File: config.mk
export PLATFORM = sky130hd
export DESIGN_NAME = ofl_top
export DESIGN_NICKNAME = d
export VERILOG_FILES = /design/src/ofl_top.v /design/src/ofl_clamp.v
export VERILOG_INCLUDE_DIRS = /design/src
export SDC_FILE = /design/constraint.sdc
export NUM_CORES = 1
export LEC_CHECK = 0
export ABC_CLOCK_PERIOD_IN_PS = 3800
export BUFFER_PORTS_ARGS = -buffer_cell sky130_fd_sc_hd__clkbuf_2
export CELL_PAD_IN_SITES_DETAIL_PLACEMENT = 0
export CELL_PAD_IN_SITES_GLOBAL_PLACEMENT = 1
export CORE_ASPECT_RATIO = 0.7
export CORE_UTILIZATION = 39
export CTS_CLUSTER_SIZE = 24
export DETAILED_ROUTE_END_ITERATION = 7
export PLACE_DENSITY_LB_ADDON = 0.1
export SKIP_CTS_REPAIR_TIMING = 1
export SLEW_MARGIN = 30
export SYNTH_ARGS = -nofsm -noshare
export SYNTH_HDL_FRONTEND = slang
export SYNTH_SLANG_ARGS = --single-unit
File: constraint.sdc
create_clock -name sys_clk -period 3.8 [get_ports sys_clk]
set_input_delay 0.95 -clock sys_clk [delete_from_list [all_inputs] [get_ports sys_clk]]
set_output_delay 0.95 -clock sys_clk [all_outputs]
set_load 0.01 [all_outputs]
File: src/ofl_consts.vh
`ifndef OFL_CONSTS_VH
`define OFL_CONSTS_VH

// ************************************************************
// widths
// ************************************************************
`define OFL_FREQ_W        16
`define OFL_ADDR_W        8
`define OFL_DATA_W        32
`define OFL_SEL_W         8

// ************************************************************
// register offsets (byte addresses)
// ************************************************************
`define OFL_REG_MAX       8'h00
`define OFL_REG_HSMAX     8'h04
`define OFL_REG_MIN       8'h08
`define OFL_REG_STALL     8'h0C
`define OFL_REG_STATUS    8'h10
`define OFL_REG_INT_STAT  8'h14
`define OFL_REG_INT_MASK  8'h18
`define OFL_REG_CTRL      8'h1C

// ************************************************************
// frequency limits, unit 0.01 Hz
// ************************************************************
`define OFL_F_ZERO        16'h0000
`define OFL_F_1HZ         16'h0064
`define OFL_F_120HZ       16'h2EE0
`define OFL_F_400HZ       16'h9C40
`define OFL_MAX_RST       `OFL_F_120HZ
`define OFL_MIN_RST       `OFL_F_ZERO

// ************************************************************
// stall selection codes
// ************************************************************
`define OFL_SEL_RST       8'h00
`define OFL_SEL_BITMAX    8'h1F
`define OFL_SEL_DRV_ALL   8'h64
`define OFL_SEL_DRV_NOFR  8'h65

// decoded stall field positions
`define OFL_D_NOFAST      0
`define OFL_D_NOACC       1
`define OFL_D_NOCONST     2
`define OFL_D_NODEC       3
`define OFL_D_STOPOL      4

// ************************************************************
// status and interrupt bit positions
// ************************************************************
`define OFL_ST_WARN       0
`define OFL_ST_STOP       1
`define OFL_ST_TRIP       2
`define OFL_ST_RUN        3
`define OFL_ST_HI         4
`define OFL_ST_LO         5
`define OFL_INT_W         3
`define OFL_CTRL_CLR      0

// ************************************************************
// timing
// ************************************************************
`define OFL_CLK_KHZ       125000
`define OFL_TRIP_TIME_MS  3000
`define OFL_TRIP_CYC      (`OFL_TRIP_TIME_MS * `OFL_CLK_KHZ)

`endif

File: src/ofl_top.v
// Overview of operation
// - Selections 0..31: bit0 no fast limit, bits1-3 no accel/const/decel stall prevention, bit4 stop on warning.
// - Selection 100 limits fully when driving and not at all when regenerating; 101 drops fast limit when driving.
// - With stop-on-warning chosen, the drive stops with the stall stop fault when the warning would assert.
// - In a phase with stall prevention off, neither the overload warning nor the drop trip fault is raised.
// - Fast current limiting alone never raises the overload warning.
// - Stall prevention holding output at or below 1 Hz for 3 s raises the trip fault and trips.
// - The maximum frequency accepts 0..120 Hz, resets to 120 Hz, and is the output ceiling.
// - A command above the maximum is held at the maximum.
// - The high-speed maximum accepts 120..400 Hz, resets to 120 Hz, and is the ceiling for work above 120 Hz.
// - Writing either maximum copies the value into the other.
// - The minimum frequency accepts 0..120 Hz, resets to 0 Hz, and is the output floor.
// - A command below the minimum is held at the minimum (or at a lower maximum, which wins), except while stall prevention is active.
//
// The address-and-strobe port and the register addresses are this design's own decisions.
`timescale 1ns/100ps
`include "ofl_consts.vh"

module ofl_top #(
  parameter FW       = `OFL_FREQ_W,
  parameter TRIP_CYC = `OFL_TRIP_CYC
) (
  input  wire                   sys_clk,
  input  wire                   rstn,
  input  wire [`OFL_ADDR_W-1:0] addr,
  input  wire [`OFL_DATA_W-1:0] wr_data,
  input  wire                   wr_en,
  input  wire                   rd_en,
  output wire [`OFL_DATA_W-1:0] rd_data,
  input  wire [FW-1:0]          freq_cmd,
  input  wire                   freq_upd,
  input  wire                   phase_accel,
  input  wire                   phase_const,
  input  wire                   phase_decel,
  input  wire                   regen,
  input  wire                   stall_cond,
  input  wire                   fast_cond,
  output wire [FW-1:0]          out_freq,
  output wire                   overload_warning,
  output wire                   stall_stop_fault,
  output wire                   stall_trip_fault,
  output wire                   run_ok,
  output wire                   stall_active,
  output wire                   fast_limit_active,
  output wire                   irq
);

  // ************************************************************
  // constants and functions
  // ************************************************************
  localparam [2:0] ST_RUN  = 3'h1;
  localparam [2:0] ST_STOP = 3'h2;
  localparam [2:0] ST_TRIP = 3'h4;
  localparam [31:0] TRIP_LAST = TRIP_CYC - 1;

  // saturate a written value into [lo, hi]
  function [FW-1:0] ofl_sat;
    input [`OFL_DATA_W-1:0] v;
    input [FW-1:0]          lo;
    input [FW-1:0]          hi;
    begin
      if (v > {16'h0000, hi})
        ofl_sat = hi;
      else if (v < {16'h0000, lo})
        ofl_sat = lo;
      else
        ofl_sat = v[FW-1:0];
    end
  endfunction

  // selection to {stop_warn, no_dec, no_const, no_acc, no_fast}
  function [4:0] ofl_decode;
    input [`OFL_SEL_W-1:0] sel;
    input                  rg;
    begin
      if (sel <= `OFL_SEL_BITMAX)
        ofl_decode = sel[4:0];
      else if (rg)
        ofl_decode = 5'h0F;
      else if (sel == `OFL_SEL_DRV_NOFR)
        ofl_decode = 5'h01;
      else
        ofl_decode = 5'h00;
    end
  endfunction

  // ************************************************************
  // registers
  // ************************************************************
  reg [FW-1:0]             max_ff;
  reg [FW-1:0]             min_ff;
  reg [`OFL_SEL_W-1:0]     sel_ff;
  reg [`OFL_INT_W-1:0]     int_stat_ff;
  reg [`OFL_INT_W-1:0]     int_mask_ff;
  reg [`OFL_DATA_W-1:0]    rd_data_ff;
  reg [2:0]                state_ff;
  reg [2:0]                nxt_state;
  reg [31:0]               trip_cnt_ff;
  reg                      warn_ff;
  reg                      stall_ff;
  reg                      fast_ff;
  reg                      irq_ff;
  reg [`OFL_DATA_W-1:0]    nxt_rd;
  wire [4:0]               dec;
  wire                     phase_on;
  wire                     stall_now;
  wire                     stop_req;
  wire                     trip_req;
  wire                     fault_clr;
  wire [`OFL_INT_W-1:0]    int_evt;
  wire [FW-1:0]            clamp_out;
  wire                     clamp_hi;
  wire                     clamp_lo;
  wire                     running;

  // ************************************************************
  // limit and selection registers
  // ************************************************************
  // both maxima share one storage so each write shows up in the other
  always @(posedge sys_clk or negedge rstn) begin
    if (!rstn) begin
      max_ff <= `OFL_MAX_RST;
      min_ff <= `OFL_MIN_RST;
      sel_ff <= `OFL_SEL_RST;
    end else if (wr_en) begin
      case (addr)
        `OFL_REG_MAX: begin
          max_ff <= ofl_sat(wr_data, `OFL_F_ZERO, `OFL_F_120HZ);
        end
        `OFL_REG_HSMAX: begin
          max_ff <= ofl_sat(wr_data, `OFL_F_120HZ, `OFL_F_400HZ);
        end
        `OFL_REG_MIN: begin
          min_ff <= ofl_sat(wr_data, `OFL_F_ZERO, `OFL_F_120HZ);
        end
        `OFL_REG_STALL: begin
          // unsupported codes are ignored, the old selection stays
          if ((wr_data <= {24'h000000, `OFL_SEL_BITMAX}) ||
              (wr_data == {24'h000000, `OFL_SEL_DRV_ALL}) ||
              (wr_data == {24'h000000, `OFL_SEL_DRV_NOFR}))
            sel_ff <= wr_data[`OFL_SEL_W-1:0];
        end
        default: begin
          sel_ff <= sel_ff;
        end
      endcase
    end
  end

  assign fault_clr = wr_en && (addr == `OFL_REG_CTRL) && wr_data[`OFL_CTRL_CLR];

  // ************************************************************
  // stall supervision
  // ************************************************************
  assign dec       = ofl_decode(sel_ff, regen);
  assign running   = (state_ff == ST_RUN);
  assign phase_on  = (phase_accel && !dec[`OFL_D_NOACC]) ||
                     (phase_const && !dec[`OFL_D_NOCONST]) ||
                     (phase_decel && !dec[`OFL_D_NODEC]);
  // stall only counts in a phase where it is enabled
  assign stall_now = running && stall_cond && phase_on;
  assign stop_req  = stall_now && dec[`OFL_D_STOPOL];
  assign trip_req  = stall_now && (clamp_out <= `OFL_F_1HZ) &&
                     (trip_cnt_ff == TRIP_LAST);

  // low-frequency dwell timer, restarts whenever the condition breaks
  always @(posedge sys_clk or negedge rstn) begin
    if (!rstn)
      trip_cnt_ff <= 32'h00000000;
    else if (!stall_now || (clamp_out > `OFL_F_1HZ))
      trip_cnt_ff <= 32'h00000000;
    else if (trip_cnt_ff != TRIP_LAST)
      trip_cnt_ff <= trip_cnt_ff + 32'h00000001;
  end

  // run / stopped-by-stall / tripped
  always @* begin
    nxt_state = state_ff;
    case (state_ff)
      ST_RUN: begin
        if (stop_req)
          nxt_state = ST_STOP;
        else if (trip_req)
          nxt_state = ST_TRIP;
      end
      ST_STOP: begin
        if (fault_clr)
          nxt_state = ST_RUN;
      end
      ST_TRIP: begin
        if (fault_clr)
          nxt_state = ST_RUN;
      end
      default: begin
        nxt_state = ST_RUN;
      end
    endcase
  end

  always @(posedge sys_clk or negedge rstn) begin
    if (!rstn)
      state_ff <= ST_RUN;
    else
      state_ff <= nxt_state;
  end

  // warning and activity flags; fast limit alone raises only fast_ff, no warning or stall flag
  always @(posedge sys_clk or negedge rstn) begin
    if (!rstn) begin
      warn_ff  <= 1'b0;
      stall_ff <= 1'b0;
      fast_ff  <= 1'b0;
    end else begin
      warn_ff  <= stall_now && !dec[`OFL_D_STOPOL];
      stall_ff <= stall_now && !dec[`OFL_D_STOPOL];
      fast_ff  <= running && fast_cond && !dec[`OFL_D_NOFAST];
    end
  end

  // ************************************************************
  // output clamp
  // ************************************************************
  // stall may pull the output under the floor, so skip it then
  ofl_clamp #(
    .W (FW)
  ) u_clamp (
    .sys_clk   (sys_clk),
    .rstn      (rstn),
    .upd       (freq_upd),
    .hold_zero (!running),
    .skip_min  (stall_ff),
    .cmd       (freq_cmd),
    .max_lim   (max_ff),
    .min_lim   (min_ff),
    .out_ff    (clamp_out),
    .hi_ff     (clamp_hi),
    .lo_ff     (clamp_lo)
  );

  // ************************************************************
  // interrupts
  // ************************************************************
  assign int_evt = {trip_req, stop_req, stall_now && !dec[`OFL_D_STOPOL] && !warn_ff};

  // sticky events, write one to clear, a new event beats the clear
  always @(posedge sys_clk or negedge rstn) begin
    if (!rstn) begin
      int_stat_ff <= {`OFL_INT_W{1'b0}};
      int_mask_ff <= {`OFL_INT_W{1'b0}};
      irq_ff      <= 1'b0;
    end else begin
      if (wr_en && (addr == `OFL_REG_INT_STAT))
        int_stat_ff <= (int_stat_ff & ~wr_data[`OFL_INT_W-1:0]) | int_evt;
      else
        int_stat_ff <= int_stat_ff | int_evt;
      if (wr_en && (addr == `OFL_REG_INT_MASK))
        int_mask_ff <= wr_data[`OFL_INT_W-1:0];
      irq_ff <= |(int_stat_ff & int_mask_ff);
    end
  end

  // ************************************************************
  // read port
  // ************************************************************
  always @* begin
    nxt_rd = {`OFL_DATA_W{1'b0}};
    case (addr)
      `OFL_REG_MAX:      nxt_rd[FW-1:0] = max_ff;
      `OFL_REG_HSMAX:    nxt_rd[FW-1:0] = max_ff;
      `OFL_REG_MIN:      nxt_rd[FW-1:0] = min_ff;
      `OFL_REG_STALL:    nxt_rd[`OFL_SEL_W-1:0] = sel_ff;
      `OFL_REG_STATUS: begin
        nxt_rd[`OFL_ST_WARN] = warn_ff;
        nxt_rd[`OFL_ST_STOP] = (state_ff == ST_STOP);
        nxt_rd[`OFL_ST_TRIP] = (state_ff == ST_TRIP);
        nxt_rd[`OFL_ST_RUN]  = running;
        nxt_rd[`OFL_ST_HI]   = clamp_hi;
        nxt_rd[`OFL_ST_LO]   = clamp_lo;
      end
      `OFL_REG_INT_STAT: nxt_rd[`OFL_INT_W-1:0] = int_stat_ff;
      `OFL_REG_INT_MASK: nxt_rd[`OFL_INT_W-1:0] = int_mask_ff;
      default:           nxt_rd = {`OFL_DATA_W{1'b0}};
    endcase
  end

  // data valid only in the cycle after the read strobe
  always @(posedge sys_clk or negedge rstn) begin
    if (!rstn)
      rd_data_ff <= {`OFL_DATA_W{1'b0}};
    else if (rd_en)
      rd_data_ff <= nxt_rd;
    else
      rd_data_ff <= {`OFL_DATA_W{1'b0}};
  end

  // ************************************************************
  // outputs
  // ************************************************************
  assign rd_data           = rd_data_ff;
  assign out_freq          = clamp_out;
  assign overload_warning  = warn_ff;
  assign stall_stop_fault  = state_ff[1]; // one-hot stop bit, no decode logic on the pin
  assign stall_trip_fault  = state_ff[2]; // one-hot trip bit
  assign run_ok            = state_ff[0]; // one-hot run bit
  assign stall_active      = stall_ff;
  assign fast_limit_active = fast_ff;
  assign irq               = irq_ff;

endmodule

File: src/ofl_clamp.v
`timescale 1ns/100ps
`include "ofl_consts.vh"

// ************************************************************
// registered output frequency clamp
// ************************************************************
module ofl_clamp #(
  parameter W = `OFL_FREQ_W
) (
  input  wire         sys_clk,
  input  wire         rstn,
  input  wire         upd,
  input  wire         hold_zero,
  input  wire         skip_min,
  input  wire [W-1:0] cmd,
  input  wire [W-1:0] max_lim,
  input  wire [W-1:0] min_lim,
  output reg  [W-1:0] out_ff,
  output reg          hi_ff,
  output reg          lo_ff
);

  reg [W-1:0] lo_v;
  reg [W-1:0] nxt_out;
  reg         nxt_hi;
  reg         nxt_lo;

  // lower bound first, upper bound last so max always wins
  always @* begin
    lo_v    = cmd;
    nxt_lo  = 1'b0;
    nxt_hi  = 1'b0;
    if (!skip_min && (cmd < min_lim)) begin
      lo_v   = min_lim;
      nxt_lo = 1'b1;
    end
    nxt_out = lo_v;
    if (lo_v > max_lim) begin
      nxt_out = max_lim;
      nxt_hi  = 1'b1;
      nxt_lo  = 1'b0;
    end
  end

  // new result on each update, limits sampled fresh each time
  always @(posedge sys_clk or negedge rstn) begin
    if (!rstn) begin
      out_ff <= {W{1'b0}};
      hi_ff  <= 1'b0;
      lo_ff  <= 1'b0;
    end else if (hold_zero) begin
      out_ff <= {W{1'b0}};
      hi_ff  <= 1'b0;
      lo_ff  <= 1'b0;
    end else if (upd) begin
      out_ff <= nxt_out;
      hi_ff  <= nxt_hi;
      lo_ff  <= nxt_lo;
    end
  end

endmodule

==> flow_summary.ini <==
[worst_setup_path]
startpoint_type = input port
critPathSlowestCell = a221o_1
crit_path_max_incr_delay_ps = 360
path_cells = buf_8 -> ha_4 -> and3_4 -> a221o_1 -> a31oi_2 -> o41ai_4 -> buf_4 -> clkbuf_16 -> mux2_4 -> ha_4 -> nand4_4 -> nor4_4 -> a2111oi_4 -> or2_4 -> clkbuf_16 -> a31o_4
arrival_ps = 4360
cp.required_ps = 4110
critPathKind = input port to flip-flop
cp-end-kind = flip-flop
cpLargestDelayFamily = compound AO/OA/AOI/OAI gates
r2r-start = min_ff[5]
critPathMaxFanout = 8
crit_path_start = freq_cmd[4]
cp_num_buf_inv = 4

[global_routing]
grt_max_degree = 62
antenna_found_initial = 0
overflow = 0
grt_pass1_vias = 5878
grt_use_total = 0.245
grt_pass1_wl_microns = 34100

[cells_and_area]
instances_no_fill = 1122
drive_above_1_share = 0.310
antenna_cells = 0
fill_cells = 1566
area_growth_pct = 29.8
multi_input_area_sq_um = 3990
fin_area_sq_um = 9100
num-nets-final = 977
seqCellArea_sq_um = 2960

[worst_hold_path]
min_path_type = flip-flop to flip-flop
min-delay-start = int_stat_ff[1]

[cts]
clock_latency_ps = 430
clk_pin_slew_ps = 70
numCtsBuffers = 17
clock_path_buffers = 2
tritoncts = done
cts_sinks = 118
htreeDepth = 4
cts_root_buf = clkbuf_16

[yosys]
ys_top_cells_by_area = dfrtp_1 (39%), ha_1 (5.7%), nand2_1 (4.1%)
synth_seq_cells = 118
yosys.area.top_type = dfrtp_1
synthArstFlopShare = 1.00
synth_edf_count = 0
synth_area_sq_um = 7010
synth_compound_area_frac = 0.179
ys_warn_count = 0
synthCells = 721
post_synth.cell_area_avg_sq_um = 9.72
seq_area_frac_synth = 0.423
synth_top_family_by_area = simple AND/OR/NAND/NOR gates
synthSimpleGateAreaFrac = 0.200
yosys.area.top_type_share = 0.393
synthXorXnorAreaFrac = 0.0300
synth_fa_ha_area_frac = 0.0571
synthMuxAreaShare = 0.0512
yosys.cell_types.count = 75
synth-main-ff-cell = dfrtp_1

[floorplan]
die_h_microns = 114
die_w_microns = 162
die-area_sq_um = 18500
ioPinCount = 122
rows = 40
initial_core_util = 0.404
core_sq_um = 17400

[timing]
rsz0062_at_grt = true
timing.final.ws_setup_ps = -244
slew_headroom = 0.369
worstMarginPinSlew_ps = 946
fin_setup_tns_ps = -3380
min_period_ps = 4040
whs_ps = 511
skew_ps = 11.6
setup_viol = 18
fmax_mhz = 247
drv_slew = 0
finalCritPeriodShare = 1.06
hold_viol = 0

[route]
drt_iter0_drc = 459
routedWlPerCell_microns = 19.9
vias = 6275
viasPerCell = 5.59
drc = 0
routed_wl_microns = 22400
drtAntennaViolNets = 0
first_pass_iters = 4

[pwr]
p_sw_frac = 0.298
p_leak_nw = 4.14
seqPwrFrac = 0.373
power_density_nw_per_um2 = 407
switchingPower_mw = 1.10
peakVddDrop_v = 0.000280
p_int_mw = 2.60
pwr-share-clk = 0.432
power_frac_comb = 0.195

[placement]
dp.cells = 1081
placed_cell_area_sq_um = 8190
place_ws_ps = -719
gp_congestion = 0.981
dp_hpwl_microns = 16800
portBuffers = 105

[run_status]
status = finished with violations
violations = negative setup slack

[run]
max_cap_violations = 0
-- registers in the layout, summed over array words and instances (netlist names) --
signal	count
trip_cnt_ff	32
max_ff	16
min_ff	16
rd_data	16
u_clamp.out_ff	16
sel_ff	8
int_mask_ff	3
int_stat_ff	3
state_ff	3
fast_limit_active	1
irq	1
stall_active	1
u_clamp.hi_ff	1
u_clamp.lo_ff	1
-- through the flow --
step                      total power, mW   util
after floorplan                      1.75      -
after global placement               2.00  0.472
after CTS                            3.62  0.505
after detailed placement             2.02  0.472
final                                3.71  0.524
after global routing                 3.85  0.524
-- synthesized netlist by cell type (7+ instances only) --
cell,instances
a22oi_1,20
nand4_1,16
a31o_1,8
mux2i_1,7
nand3_1,19
nor2b_1,14
inv_1,41
nor2_1,51
a22o_1,14
a31o_2,7
and3_1,11
ha_1,32
mux2_2,10
o31ai_1,17
o21ai_0,29
mux2_4,8
clkbuf_1,12
a21oi_1,24
xor2_1,12
nand2_1,76
xnor2_1,12
buf_4,20
dfstp_2,8
nor4_1,8
or3_1,10
dfrtp_1,110
buf_2,8
nor3_1,18
-- layer usage --
| metal | global-route usage | up-vias | routed length (microns) |
|---|---|---|---|
| met5 | 0 | - | 0 |
| met1 | 0.400 | 3093 | 11800 |
| li1 | - | 2914 | - |
| met4 | 0.0572 | 0 | 271 |
| met3 | 0.0529 | 22 | 1510 |
| met2 | 0.317 | 246 | 8800 |
-- placed cells by master (no fill, tap or decap), types with 8 or more instances in the layout --
master | Yosys | layout
a21oi_1 | 24 | 20
a22o_1 | 14 | 14
a22oi_1 | 20 | 20
a31o_1 | 8 | 8
and3_1 | 11 | 11
buf_4 | 20 | 53
clkbuf_16 | 0 | 20
clkbuf_2 | 1 | 101
conb_1 | 1 | 16
dfrtp_1 | 110 | 110
dfstp_2 | 8 | 8
ha_1 | 32 | 16
ha_4 | 0 | 16
inv_1 | 41 | 41
mux2_2 | 10 | 10
mux2_4 | 8 | 8
nand2_1 | 76 | 75
nand3_1 | 19 | 19
nand4_1 | 16 | 16
nor2_1 | 51 | 51
nor2b_1 | 14 | 14
nor3_1 | 18 | 17
nor4_1 | 8 | 8
o21ai_0 | 29 | 25
o31ai_1 | 17 | 17
or3_1 | 10 | 10
xnor2_1 | 12 | 12
xor2_1 | 12 | 12
-- power by group through the flow --
stage                     sequential, mW  combinational (mW)  clock [mW]
after floorplan                     1.40               0.351           0
after global placement              1.40               0.599           0
after detailed placement            1.40               0.613           0
after CTS                           1.38               0.615        1.62
after global routing                1.39               0.777        1.68
final                               1.38               0.722        1.60
-- worst reg2reg max path: stages, from the launching register on --
cell and delay (ps):
dfrtp_1 380, inv_1 120, ha_4 220, and3_4 170
a221o_1 360, a31oi_2 220, o41ai_4 90, buf_4 160
clkbuf_16 160, mux2_4 330, ha_4 290, nand4_4 100
nor4_4 360, a2111oi_4 160, or2_4 300, clkbuf_16 180
a31o_4 230
-- cell families (layout without fill, tap and decap cells) --
| kind of cell | Yosys count | in the layout |
|---|---|---|
| mux | 30 | 30 |
| buf+inv | 85 | 240 |
| compound gates | 170 | 170 |
| simple gates | 261 | 261 |
| flops | 118 | 118 |
| fa+ha+maj | 32 | 32 |
| other cells | 1 | 16 |
| xor+xnor | 24 | 24 |
-- worst paths after layout --
check	end	slack [ps]	depth (start not counted)
worst max-delay path	u_clamp.out_ff[14]	-240	16
worst min-delay path	int_stat_ff[1]	510	1
worst max register to register	u_clamp.out_ff[14]	-120	16
worst min register to register	int_stat_ff[1]	510	1
max in group asynchronous	max_ff[11]	2370	2
min in group asynchronous	rd_data[15]	590	1
-- cell type report --
class,count,area share
inverter,42,0.0173
clock buffer,18,0.0483
tap,231,0.0318
clock inverter,14,0.0155
multi-input combinational,533,0.439
sequential,118,0.326
timing repair buffer,166,0.123
No activity file was read; power rests on OpenSTA's default activity.
